File: src/logic/pcs_pkg.sv
// What this block does
// RQ1: A 16-bit count of checker bytes is kept and, in single mode, stops at all ones.
// RQ2: Writing one to bit 0 of the checker status register freezes a snapshot of all counters.
// RQ3: Writing one to bit 1 of that register snapshots all counters and then clears them.
// RQ4: A 32-bit checker packet count is kept, low half in one register and high half in the next.
// RQ5: In single mode each 32-bit packet counter stops once it reaches all ones.
// RQ6: A 32-bit count of errored packets is kept, readable as two consecutive halves.
// RQ7: Errored bits are counted in an 8-bit field of the status register, stopping in single mode.
// RQ8: Bit error counter wraps are counted in a saturating 8-bit counter, idle in single mode.
// RQ9: A packet counter overflow flag at bit 10 stays set until a clear through bit 1.
// RQ10: A byte counter overflow flag at bit 9 stays set until a clear through bit 1.
// RQ11: Bit 8 reads one while the checker is locked to the received stream.
// RQ12: A sticky sync-loss flag at bit 13 records loss of lock and is cleared by writing zero.
// RQ13: A done flag at bit 12 is set once the generator has sent every requested packet.
// RQ14: A busy flag at bit 11 reads one while the packet generator runs.
// RQ15: Count mode picks continuous (wrap to zero with a pulse) or single (stop at maximum).
// RQ16: The send request bit clears itself when the generator done flag becomes set.
// RQ17: Live counters keep counting while reads return the values of the latest snapshot.
package pcs_pkg;

  // Register indices; byte address is four times the index
  localparam logic [9:0] PCS_IDX_CONFIG = 10'h119;
  localparam logic [9:0] PCS_IDX_BYTE_TOTAL = 10'h11C;
  localparam logic [9:0] PCS_IDX_PKT_LOW = 10'h11D;
  localparam logic [9:0] PCS_IDX_PKT_HIGH = 10'h11E;
  localparam logic [9:0] PCS_IDX_FLAGS = 10'h11F;
  localparam logic [9:0] PCS_IDX_WRAP_TOTAL = 10'h120;
  localparam logic [9:0] PCS_IDX_ERR_PKT_LOW = 10'h121;
  localparam logic [9:0] PCS_IDX_ERR_PKT_HIGH = 10'h122;

  // Field positions in the flags register
  localparam int PCS_BIT_SNAP = 0;
  localparam int PCS_BIT_SNAP_CLEAR = 1;
  localparam int PCS_BIT_LOCK = 8;
  localparam int PCS_BIT_BYTE_OV = 9;
  localparam int PCS_BIT_PKT_OV = 10;
  localparam int PCS_BIT_BUSY = 11;
  localparam int PCS_BIT_DONE = 12;
  localparam int PCS_BIT_SYNC_LOSS = 13;

  // Field positions in the configuration register
  localparam int PCS_BIT_CNT_MODE = 3;
  localparam int PCS_BIT_SEND = 12;

  // Counter widths and reset values
  localparam int PCS_BYTE_W = 16;
  localparam int PCS_PKT_W = 32;
  localparam int PCS_BITERR_W = 8;
  localparam logic PCS_RST_CNT_MODE = 1'b0;
  localparam logic PCS_RST_SEND = 1'b0;
  localparam logic [15:0] PCS_RST_DATA = 16'h0000;

  // Per-cycle events from the checker datapath
  typedef struct packed {
    logic byte_rx;
    logic pkt_rx;
    logic pkt_err;
    logic bit_err;
    logic lock;
  } pcs_chk_evt_t;

  // Generator state
  typedef struct packed {
    logic busy;
    logic all_sent;
  } pcs_gen_stat_t;

endpackage

File: src/logic/pcs_counter.sv
`timescale 1ns/1ps
module pcs_counter #(
  parameter int W = 16
) (
  input wire logic pclk,
  input wire logic presetn,
  input wire logic inc,
  input wire logic clr,
  input wire logic wrap_en,
  output logic [W-1:0] value,
  output logic hit_max
);

  logic at_max;

  // Increment arriving on an all-ones value
  assign at_max = &value;
  assign hit_max = inc & ~clr & at_max;

  // Clear keeps an event of the same cycle, so no count is lost
  always_ff @(posedge pclk or negedge presetn) begin
    if (!presetn) begin
      value <= '0;
    end else if (clr) begin
      value <= {{(W-1){1'b0}}, inc};
    end else if (inc && at_max) begin
      value <= wrap_en ? '0 : value;
    end else if (inc) begin
      value <= value + 1'b1;
    end
  end

  a_count_step: assert property (@(posedge pclk) disable iff (!presetn) // [RQ17]
    inc && !clr && !at_max |=> value == $past(value) + 1'b1)
    else $error("counter did not step by one");

  a_single_stop: assert property (@(posedge pclk) disable iff (!presetn) // [RQ15]
    inc && !clr && at_max && !wrap_en |=> &value)
    else $error("single mode counter left its maximum");

endmodule

File: src/logic/pcs_status_bank.sv
`timescale 1ns/1ps
module pcs_status_bank (
  input wire logic pclk,
  input wire logic presetn,
  input wire logic psel,
  input wire logic penable,
  input wire logic pwrite,
  input wire logic [11:0] paddr,
  input wire logic [31:0] pwdata,
  output logic [31:0] prdata,
  output logic pready,
  output logic pslverr,
  input wire pcs_pkg::pcs_chk_evt_t chk,
  input wire pcs_pkg::pcs_gen_stat_t gen,
  output logic send_req,
  output logic count_continuous
);
  import pcs_pkg::*;

  logic [9:0] idx;
  logic wr_fire;
  logic wr_flags;
  logic wr_config;
  logic snap;
  logic clear;
  logic lock_q;
  logic busy_q;
  logic byte_ov;
  logic pkt_ov;
  logic sync_loss;
  logic done;
  logic done_set;
  logic byte_hit;
  logic pkt_hit;
  logic bit_hit;
  logic [PCS_BYTE_W-1:0] live_byte;
  logic [PCS_PKT_W-1:0] live_pkt;
  logic [PCS_PKT_W-1:0] live_err_pkt;
  logic [PCS_BITERR_W-1:0] live_bit_err;
  logic [PCS_BITERR_W-1:0] live_wrap;
  logic [PCS_BYTE_W-1:0] snap_byte;
  logic [PCS_PKT_W-1:0] snap_pkt;
  logic [PCS_PKT_W-1:0] snap_err_pkt;
  logic [PCS_BITERR_W-1:0] snap_bit_err;
  logic [PCS_BITERR_W-1:0] snap_wrap;
  logic [15:0] flags_word;
  logic [15:0] config_word;
  logic [15:0] next_rdata;
  logic next_mapped;

  // Bus decode; writes land only on the completing access edge
  assign idx = paddr[11:2];
  assign wr_fire = psel & penable & pready & pwrite;
  assign wr_flags = wr_fire && (idx == PCS_IDX_FLAGS);
  assign wr_config = wr_fire && (idx == PCS_IDX_CONFIG);
  assign clear = wr_flags & pwdata[PCS_BIT_SNAP_CLEAR]; // [RQ3]
  assign snap = wr_flags & (pwdata[PCS_BIT_SNAP] | pwdata[PCS_BIT_SNAP_CLEAR]); // [RQ2]
  assign done_set = gen.all_sent;

  // Byte total, saturating in single mode
  pcs_counter #(.W(PCS_BYTE_W)) u_byte (
    .pclk(pclk),
    .presetn(presetn),
    .inc(chk.byte_rx), // [RQ1]
    .clr(clear),
    .wrap_en(count_continuous), // [RQ15]
    .value(live_byte),
    .hit_max(byte_hit)
  );

  // Packet total
  pcs_counter #(.W(PCS_PKT_W)) u_pkt (
    .pclk(pclk),
    .presetn(presetn),
    .inc(chk.pkt_rx), // [RQ4]
    .clr(clear),
    .wrap_en(count_continuous), // [RQ5]
    .value(live_pkt),
    .hit_max(pkt_hit)
  );

  // Errored packet total
  pcs_counter #(.W(PCS_PKT_W)) u_err_pkt (
    .pclk(pclk),
    .presetn(presetn),
    .inc(chk.pkt_err), // [RQ6]
    .clr(clear),
    .wrap_en(count_continuous), // [RQ5]
    .value(live_err_pkt),
    .hit_max()
  );

  // Errored bit count
  pcs_counter #(.W(PCS_BITERR_W)) u_bit_err (
    .pclk(pclk),
    .presetn(presetn),
    .inc(chk.bit_err), // [RQ7]
    .clr(clear),
    .wrap_en(count_continuous),
    .value(live_bit_err),
    .hit_max(bit_hit)
  );

  // Wraps of the bit counter; only meaningful when wrapping is allowed
  pcs_counter #(.W(PCS_BITERR_W)) u_wrap (
    .pclk(pclk),
    .presetn(presetn),
    .inc(bit_hit & count_continuous), // [RQ8]
    .clr(clear),
    .wrap_en(1'b0),
    .value(live_wrap),
    .hit_max()
  );

  // Overflow flags live until a counter clear
  pcs_sticky u_byte_ov (
    .pclk(pclk),
    .presetn(presetn),
    .set(byte_hit), // [RQ10]
    .clr(clear),
    .flag(byte_ov)
  );

  pcs_sticky u_pkt_ov (
    .pclk(pclk),
    .presetn(presetn),
    .set(pkt_hit), // [RQ9]
    .clr(clear),
    .flag(pkt_ov)
  );

  // Sync loss: falling lock sets, a zero written to its bit clears
  pcs_sticky u_sync_loss (
    .pclk(pclk),
    .presetn(presetn),
    .set(lock_q & ~chk.lock), // [RQ12]
    .clr(wr_flags & ~pwdata[PCS_BIT_SYNC_LOSS]), // [RQ12]
    .flag(sync_loss)
  );

  // Done: set by the generator, dropped by a fresh send request
  pcs_sticky u_done (
    .pclk(pclk),
    .presetn(presetn),
    .set(done_set), // [RQ13]
    .clr(wr_config & pwdata[PCS_BIT_SEND]),
    .flag(done)
  );

  // Lock and busy follow their sources, one flop late
  always_ff @(posedge pclk or negedge presetn) begin
    if (!presetn) begin
      lock_q <= 1'b0;
      busy_q <= 1'b0;
    end else begin
      lock_q <= chk.lock; // [RQ11]
      busy_q <= gen.busy; // [RQ14]
    end
  end

  // Snapshot copies; taken before any same-cycle clear lands
  always_ff @(posedge pclk or negedge presetn) begin
    if (!presetn) begin
      snap_byte <= '0;
      snap_pkt <= '0;
      snap_err_pkt <= '0;
      snap_bit_err <= '0;
      snap_wrap <= '0;
    end else if (snap) begin
      snap_byte <= live_byte; // [RQ17]
      snap_pkt <= live_pkt;
      snap_err_pkt <= live_err_pkt;
      snap_bit_err <= live_bit_err;
      snap_wrap <= live_wrap;
    end
  end

  // Configuration: mode select and self-clearing send request
  always_ff @(posedge pclk or negedge presetn) begin
    if (!presetn) begin
      count_continuous <= PCS_RST_CNT_MODE;
      send_req <= PCS_RST_SEND;
    end else begin
      if (wr_config) begin
        count_continuous <= pwdata[PCS_BIT_CNT_MODE]; // [RQ15]
      end
      // A new request in the done cycle is kept, so it is not dropped
      if (wr_config && pwdata[PCS_BIT_SEND]) begin
        send_req <= 1'b1;
      end else if (done_set) begin
        send_req <= 1'b0; // [RQ16]
      end
    end
  end

  // Readback words
  always_comb begin
    flags_word = PCS_RST_DATA;
    flags_word[PCS_BITERR_W-1:0] = snap_bit_err; // [RQ7]
    flags_word[PCS_BIT_LOCK] = lock_q; // [RQ11]
    flags_word[PCS_BIT_BYTE_OV] = byte_ov; // [RQ10]
    flags_word[PCS_BIT_PKT_OV] = pkt_ov; // [RQ9]
    flags_word[PCS_BIT_BUSY] = busy_q; // [RQ14]
    flags_word[PCS_BIT_DONE] = done; // [RQ13]
    flags_word[PCS_BIT_SYNC_LOSS] = sync_loss; // [RQ12]
    config_word = PCS_RST_DATA;
    config_word[PCS_BIT_CNT_MODE] = count_continuous;
    config_word[PCS_BIT_SEND] = send_req;
  end

  // Read mux; counter reads always see snapshots, never live counters
  always_comb begin
    next_rdata = PCS_RST_DATA;
    next_mapped = 1'b1;
    case (idx)
      PCS_IDX_CONFIG: next_rdata = config_word;
      PCS_IDX_BYTE_TOTAL: next_rdata = snap_byte; // [RQ17]
      PCS_IDX_PKT_LOW: next_rdata = snap_pkt[15:0]; // [RQ4]
      PCS_IDX_PKT_HIGH: next_rdata = snap_pkt[31:16]; // [RQ4]
      PCS_IDX_FLAGS: next_rdata = flags_word;
      PCS_IDX_WRAP_TOTAL: next_rdata = {8'h00, snap_wrap}; // [RQ8]
      PCS_IDX_ERR_PKT_LOW: next_rdata = snap_err_pkt[15:0]; // [RQ6]
      PCS_IDX_ERR_PKT_HIGH: next_rdata = snap_err_pkt[31:16]; // [RQ6]
      default: next_mapped = 1'b0;
    endcase
  end

  // APB answer: one wait-free access cycle, all outputs from flops
  always_ff @(posedge pclk or negedge presetn) begin
    if (!presetn) begin
      pready <= 1'b0;
      pslverr <= 1'b0;
      prdata <= '0;
    end else begin
      pready <= psel & ~penable;
      pslverr <= psel & ~penable & ~next_mapped;
      if (psel && !penable && !pwrite) begin
        prdata <= {16'h0000, next_rdata};
      end else begin
        prdata <= '0;
      end
    end
  end

  a_snap_copies: assert property (@(posedge pclk) disable iff (!presetn) // [RQ2]
    snap |=> snap_pkt == $past(live_pkt) && snap_byte == $past(live_byte))
    else $error("snapshot did not capture live counters");

  a_clear_zeroes: assert property (@(posedge pclk) disable iff (!presetn) // [RQ3]
    clear && !chk.pkt_rx && !chk.byte_rx |=> live_pkt == '0 && live_byte == '0)
    else $error("clear left counters nonzero");

  a_pkt_ov_hold: assert property (@(posedge pclk) disable iff (!presetn) // [RQ9]
    pkt_ov && !clear |=> pkt_ov)
    else $error("packet overflow flag dropped without clear");

  a_wrap_single: assert property (@(posedge pclk) disable iff (!presetn) // [RQ8]
    !count_continuous && !clear |=> live_wrap == $past(live_wrap))
    else $error("wrap count moved in single mode");

  a_lock_follows: assert property (@(posedge pclk) disable iff (!presetn) // [RQ11]
    chk.lock ##1 chk.lock |-> lock_q)
    else $error("lock bit does not follow checker");

  a_send_clears: assert property (@(posedge pclk) disable iff (!presetn) // [RQ16]
    done_set && !(wr_config && pwdata[PCS_BIT_SEND]) |=> !send_req && done)
    else $error("send request not cleared on done");

  a_busy_track: assert property (@(posedge pclk) disable iff (!presetn) // [RQ14]
    gen.busy |=> busy_q)
    else $error("busy bit does not follow generator");

  a_held_reads: assert property (@(posedge pclk) disable iff (!presetn) // [RQ17]
    !snap |=> snap_err_pkt == $past(snap_err_pkt) && snap_wrap == $past(snap_wrap))
    else $error("snapshot changed without a request");

  a_apb_answer: assert property (@(posedge pclk) disable iff (!presetn)
    psel && !penable |=> pready ##1 !pready)
    else $error("apb answer not one cycle after setup");

  // Overflow flags: set wins, only the clear strobe drops them
  a_byte_ov_set: assert property (@(posedge pclk) disable iff (!presetn) // [RQ10]
    byte_hit |=> byte_ov)
    else $error("byte overflow flag not set");

  a_byte_ov_hold: assert property (@(posedge pclk) disable iff (!presetn) // [RQ10]
    byte_ov && !clear |=> byte_ov)
    else $error("byte overflow flag dropped without clear");

  a_byte_ov_clear: assert property (@(posedge pclk) disable iff (!presetn) // [RQ10]
    clear && !byte_hit |=> !byte_ov)
    else $error("byte overflow flag survived clear");

  a_pkt_ov_quiet: assert property (@(posedge pclk) disable iff (!presetn) // [RQ9]
    !pkt_ov && !pkt_hit |=> !pkt_ov)
    else $error("packet overflow flag set without overflow");

  a_pkt_ov_clear: assert property (@(posedge pclk) disable iff (!presetn) // [RQ9]
    clear && !pkt_hit |=> !pkt_ov)
    else $error("packet overflow flag survived clear");

  // Sync loss, done, send request, count mode, wrap and lock checks
  a_sync_set: assert property (@(posedge pclk) disable iff (!presetn) // [RQ12]
    lock_q && !chk.lock |=> sync_loss)
    else $error("sync loss not recorded");

  a_sync_clear: assert property (@(posedge pclk) disable iff (!presetn) // [RQ12]
    wr_flags && !pwdata[PCS_BIT_SYNC_LOSS] && !(lock_q && !chk.lock) |=> !sync_loss)
    else $error("sync loss not cleared by zero write");

  a_sync_keep: assert property (@(posedge pclk) disable iff (!presetn) // [RQ12]
    sync_loss && !(wr_flags && !pwdata[PCS_BIT_SYNC_LOSS]) |=> sync_loss)
    else $error("sync loss dropped without zero write");

  a_done_set: assert property (@(posedge pclk) disable iff (!presetn) // [RQ13]
    done_set |=> done)
    else $error("done flag not set");

  a_send_sets: assert property (@(posedge pclk) disable iff (!presetn) // [RQ16]
    wr_config && pwdata[PCS_BIT_SEND] |=> send_req)
    else $error("send request not taken");

  a_mode_write: assert property (@(posedge pclk) disable iff (!presetn) // [RQ15]
    wr_config |=> count_continuous == $past(pwdata[PCS_BIT_CNT_MODE]))
    else $error("count mode not written");

  a_wrap_step: assert property (@(posedge pclk) disable iff (!presetn) // [RQ8]
    bit_hit && count_continuous && !clear && !(&live_wrap)
    |=> live_wrap == $past(live_wrap) + 1'b1)
    else $error("wrap total missed a bit counter wrap");

  a_bit_wraps: assert property (@(posedge pclk) disable iff (!presetn) // [RQ15]
    chk.bit_err && !clear && count_continuous && &live_bit_err |=> live_bit_err == '0)
    else $error("bit counter did not restart from zero");

  a_lock_drop: assert property (@(posedge pclk) disable iff (!presetn) // [RQ11]
    !chk.lock |=> !lock_q)
    else $error("lock bit stayed high");

  // Bus answer contents
  a_unmapped_err: assert property (@(posedge pclk) disable iff (!presetn)
    psel && !penable && !next_mapped |=> pslverr && prdata == '0)
    else $error("unmapped access not refused");

  a_read_data: assert property (@(posedge pclk) disable iff (!presetn) // [RQ17]
    psel && !penable && !pwrite |=> prdata == {16'h0000, $past(next_rdata)})
    else $error("read data not from the selected register");

  a_idle_quiet: assert property (@(posedge pclk) disable iff (!presetn)
    !psel |=> !pready && !pslverr && prdata == '0)
    else $error("bus answer without a request");

endmodule

File: src/logic/pcs_sticky.sv
`timescale 1ns/1ps
module pcs_sticky (
  input wire logic pclk,
  input wire logic presetn,
  input wire logic set,
  input wire logic clr,
  output logic flag
);

  // Set beats clear so an event in the clearing cycle survives
  always_ff @(posedge pclk or negedge presetn) begin
    if (!presetn) begin
      flag <= 1'b0;
    end else if (set) begin
      flag <= 1'b1;
    end else if (clr) begin
      flag <= 1'b0;
    end
  end

  a_set_wins: assert property (@(posedge pclk) disable iff (!presetn) // [RQ12]
    set |=> flag)
    else $error("sticky flag lost a set");

endmodule

File: config.mk
export PLATFORM = sky130hd
export DESIGN_NAME = pcs_status_bank
export DESIGN_NICKNAME = d
export VERILOG_FILES = /design/src/logic/pcs_pkg.sv /design/src/logic/pcs_counter.sv /design/src/logic/pcs_status_bank.sv /design/src/logic/pcs_sticky.sv
export SDC_FILE = /design/constraint.sdc
export NUM_CORES = 1
export LEC_CHECK = 0
export ABC_AREA = 0
export CAP_MARGIN = 20
export CORE_MARGIN = 2
export CORE_UTILIZATION = 40
export CTS_CLUSTER_DIAMETER = 80
export DETAILED_ROUTE_END_ITERATION = 6
export DONT_BUFFER_PORTS = 1
export HOLD_SLACK_MARGIN = 0.06
export SYNTH_ARGS = -nofsm -noshare
export SYNTH_HDL_FRONTEND = slang
export SYNTH_SLANG_ARGS = --single-unit
File: constraint.sdc
create_clock -name pclk -period 6.3 [get_ports pclk]
set_input_delay 0 -clock pclk [delete_from_list [all_inputs] [get_ports pclk]]
set_output_delay 0 -clock pclk [all_outputs]
set_load 0.02 [all_outputs]
==> out/qor.yml <==
detailed_routing:
  dr.pass1.iters: 7
  drc: 1
  first_iter_violations: 600
  ant_nets: 0
  num_vias: 8675
  wire_per_inst_microns: 20.5
  wl_microns: 29900
  vias_per_cell: 5.94
place:
  hpwl_microns: 19700
  gp_congestion: 0.875
  place_area_sq_um: 11400
  placed_cells: 1380
  io_buffers: 0
global_route:
  gr-total-overflow: 0
  grtUsageTotal_pct: 20.7
  grt_pass1_wl_microns: 47500
  grt_pass1_vias: 8284
  grt_antenna_before_repair: 1
  grt_max_degree: 219
setup_path:
  critPathRequiredTime_ps: 6700
  slowest_delay_ps: 900
  crit_path_end_kind: "flip-flop"
  critical_path_buf_inv_count: 3
  cp-start-kind: "input pin"
  crit_fanout: 76
  cp_data_arrival_time_ps: 3740
  crit_chain: "dlygate4sd3_1 -> or4b_1 -> nor2_1 -> buf_4 -> nand4_1 -> nor2_4 -> buf_4 -> mux2_2"
  crit_type: "in2reg"
  cp_top_family: "buffers and inverters"
  cp_slowest_cell: "buf_4"
  cpMostUsedCell: "buf_4"
cts:
  cts_buffers: 25
  postCtsSetupRepairBufs: 0
  path_clk_slew_ps: 60
  cts_hold_buf: 33
  cts_resized: 0
  clock_path_buffers: 3
  htreeDepth: 1
  clock_latency_ps: 530
  root_buffer: "clkbuf_16"
  tritoncts: "built"
  clock-sinks: 218
synth:
  async_flop_share_pct: 100
  synth_compound_area_share_pct: 13.7
  synth_xor_xnor_area_share_pct: 0.784
  ys_ff_latch: 218
  synthMuxAreaShare_pct: 12.5
  synthCells: 1051
  yosys_warnings: 0
  seq_area_frac_synth_pct: 48.8
  yosys.area_share.simple_pct: 19.3
  synth_top_family_by_area: "simple AND/OR/NAND/NOR gates"
  syn-mean-instance-area_sq_um: 10.6
  synth.distinct_cells: 76
  synth_edf_count: 0
  synthAdderAreaFrac_pct: 0.560
  synth_area_sq_um: 11200
  ys.flop_type: "dfrtp_1"
floorplan:
  core_sq_um: 27600
  row_count: 61
  fp.dieW_microns: 171
  io_pins: 92
  die_y_microns: 171
  start_util_pct: 40.4
  die-area_sq_um: 29300
flow_run:
  maxCapViolations: 0
sta:
  fin_crit_ps: 3340
  slew_headroom_pct: 10.5
  finalClockSkew_ps: 13.7
  fmax_mhz: 299
  hold_violations: 0
  setup_viol: 0
  tns_ps: 0
  slew_viol_final: 0
  tightest_slew_ps: 1340
  rsz0062_at_grt: "no"
  timing.final.crit_share_pct: 53.1
status:
  violations: "design-rule violations"
  status: "complete, but fails checks"
pwr:
  ir_drop_mv: 0.175
  leakage_nw: 5.37
  power_per_cell_area_nw_per_um2: 268
  p_total_mw: 3.37
finish:
  drive_gt1_share_pct: 17.5
  finalNonFillerCells: 1461
  final_cell_area_sq_um: 12600
  final_cell_mix: "dfrtp_1 (218), mux2_2 (99), nand2_1 (90)"
  fin_util_pct: 45.5
  area.growth.synth_to_final_pct: 12.6
  nNetsFinal: 1126
  layout_commonest_cell: "dfrtp_1"
hold_path:
  hp-class: "in2reg"
==> report_power, final <==
part	switching [mW]	total [mW]	internal, mW
Clock	0.580	1.47	0.888
Sequential	0.137	1.61	1.47
Combinational	0.175	0.294	0.119
Total	0.892	3.37	2.48
==> per-layer routing <==
metal  share of wire [%]  track usage, %
met1                  45            28.9
met2                  47            33.5
met3                 5.4            3.12
met4                 2.3            5.71
met5                   0               0
==> synth_stat cells, types with 17 or more instances <==
cell type  number  area share (%)
and3_1         21             1.2
nor3_1         19            0.85
nand3_1        73             3.3
or3_1          17            0.95
nor2_1         50             1.7
dfrtp_1       218              49
nand2_1        90             3.0
clkbuf_1       27            0.91
nand4_1        33             1.8
a22oi_1        25             1.7
a21oi_1        35             1.6
buf_4          18             1.2
o21ai_0        33             1.5
a31oi_1        36             2.0
o31ai_1        18             1.2
mux2_2         99              10
==> registers in the layout, summed over array words and instances, names as in the netlist, 8 cells and up <==
name             count
u_pkt.value         32
snap_bit_err         8
snap_wrap            8
u_err_pkt.value     32
snap_pkt            32
u_wrap.value         8
snap_err_pkt        32
u_byte.value        16
prdata              16
snap_byte           16
u_bit_err.value      8
==> final cells by class <==
type / instances / area, sq um
diodes: 1 / 2.50
clock buffers: 36 / 737
clock inverters: 8 / 92.6
fillers: 2603 / 15000
inverters: 16 / 60.1
multi-input cells: 758 / 5310
flip-flops and latches: 218 / 5460
well taps: 378 / 473
repair buffers: 46 / 454
==> worst reg2reg max path: cells and delay by family (launching register included) <==
family | cells | cell delay (ps)
flops | 1 | 480
buf+inv | 1 | 900
mux | 1 | 460
simple gates | 3 | 1120
==> worst paths after layout <==
path                             start                  end  slack [ps]  cells past startpoint
setup / recovery              paddr[9]         snap_wrap[7]        2960                      8
hold / removal               paddr[11]            prdata[5]          20                      5
setup reg to reg                pready         snap_wrap[7]        3230                      5
hold reg to reg            snap_pkt[9]          snap_pkt[9]         490                      1
max in group asynchronous      presetn  u_err_pkt.value[31]        5090                      2
min in group asynchronous      presetn  u_err_pkt.value[26]          80                      2
==> logic make-up after synthesis <==
| group | count (synthesis) |
|---|---|
| mux | 118 |
| fa+ha+maj | 5 |
| flops | 218 |
| compound gates | 217 |
| simple gates | 392 |
| xor+xnor | 10 |
| other cells | 1 |
| buf+inv | 90 |
==> per-stage QoR <==
| stage | setup slack (ps) | hold slack, ps |
|---|---|---|
| final | 2960 | 16.9 |
| after global routing | 2800 | 67.1 |
| after CTS | 2990 | 62.4 |
| after detailed placement | 3060 | -278 |
| after global placement | 3100 | -278 |
| after floorplan | 3940 | -296 |
Power figures use the tool's default switching activity.
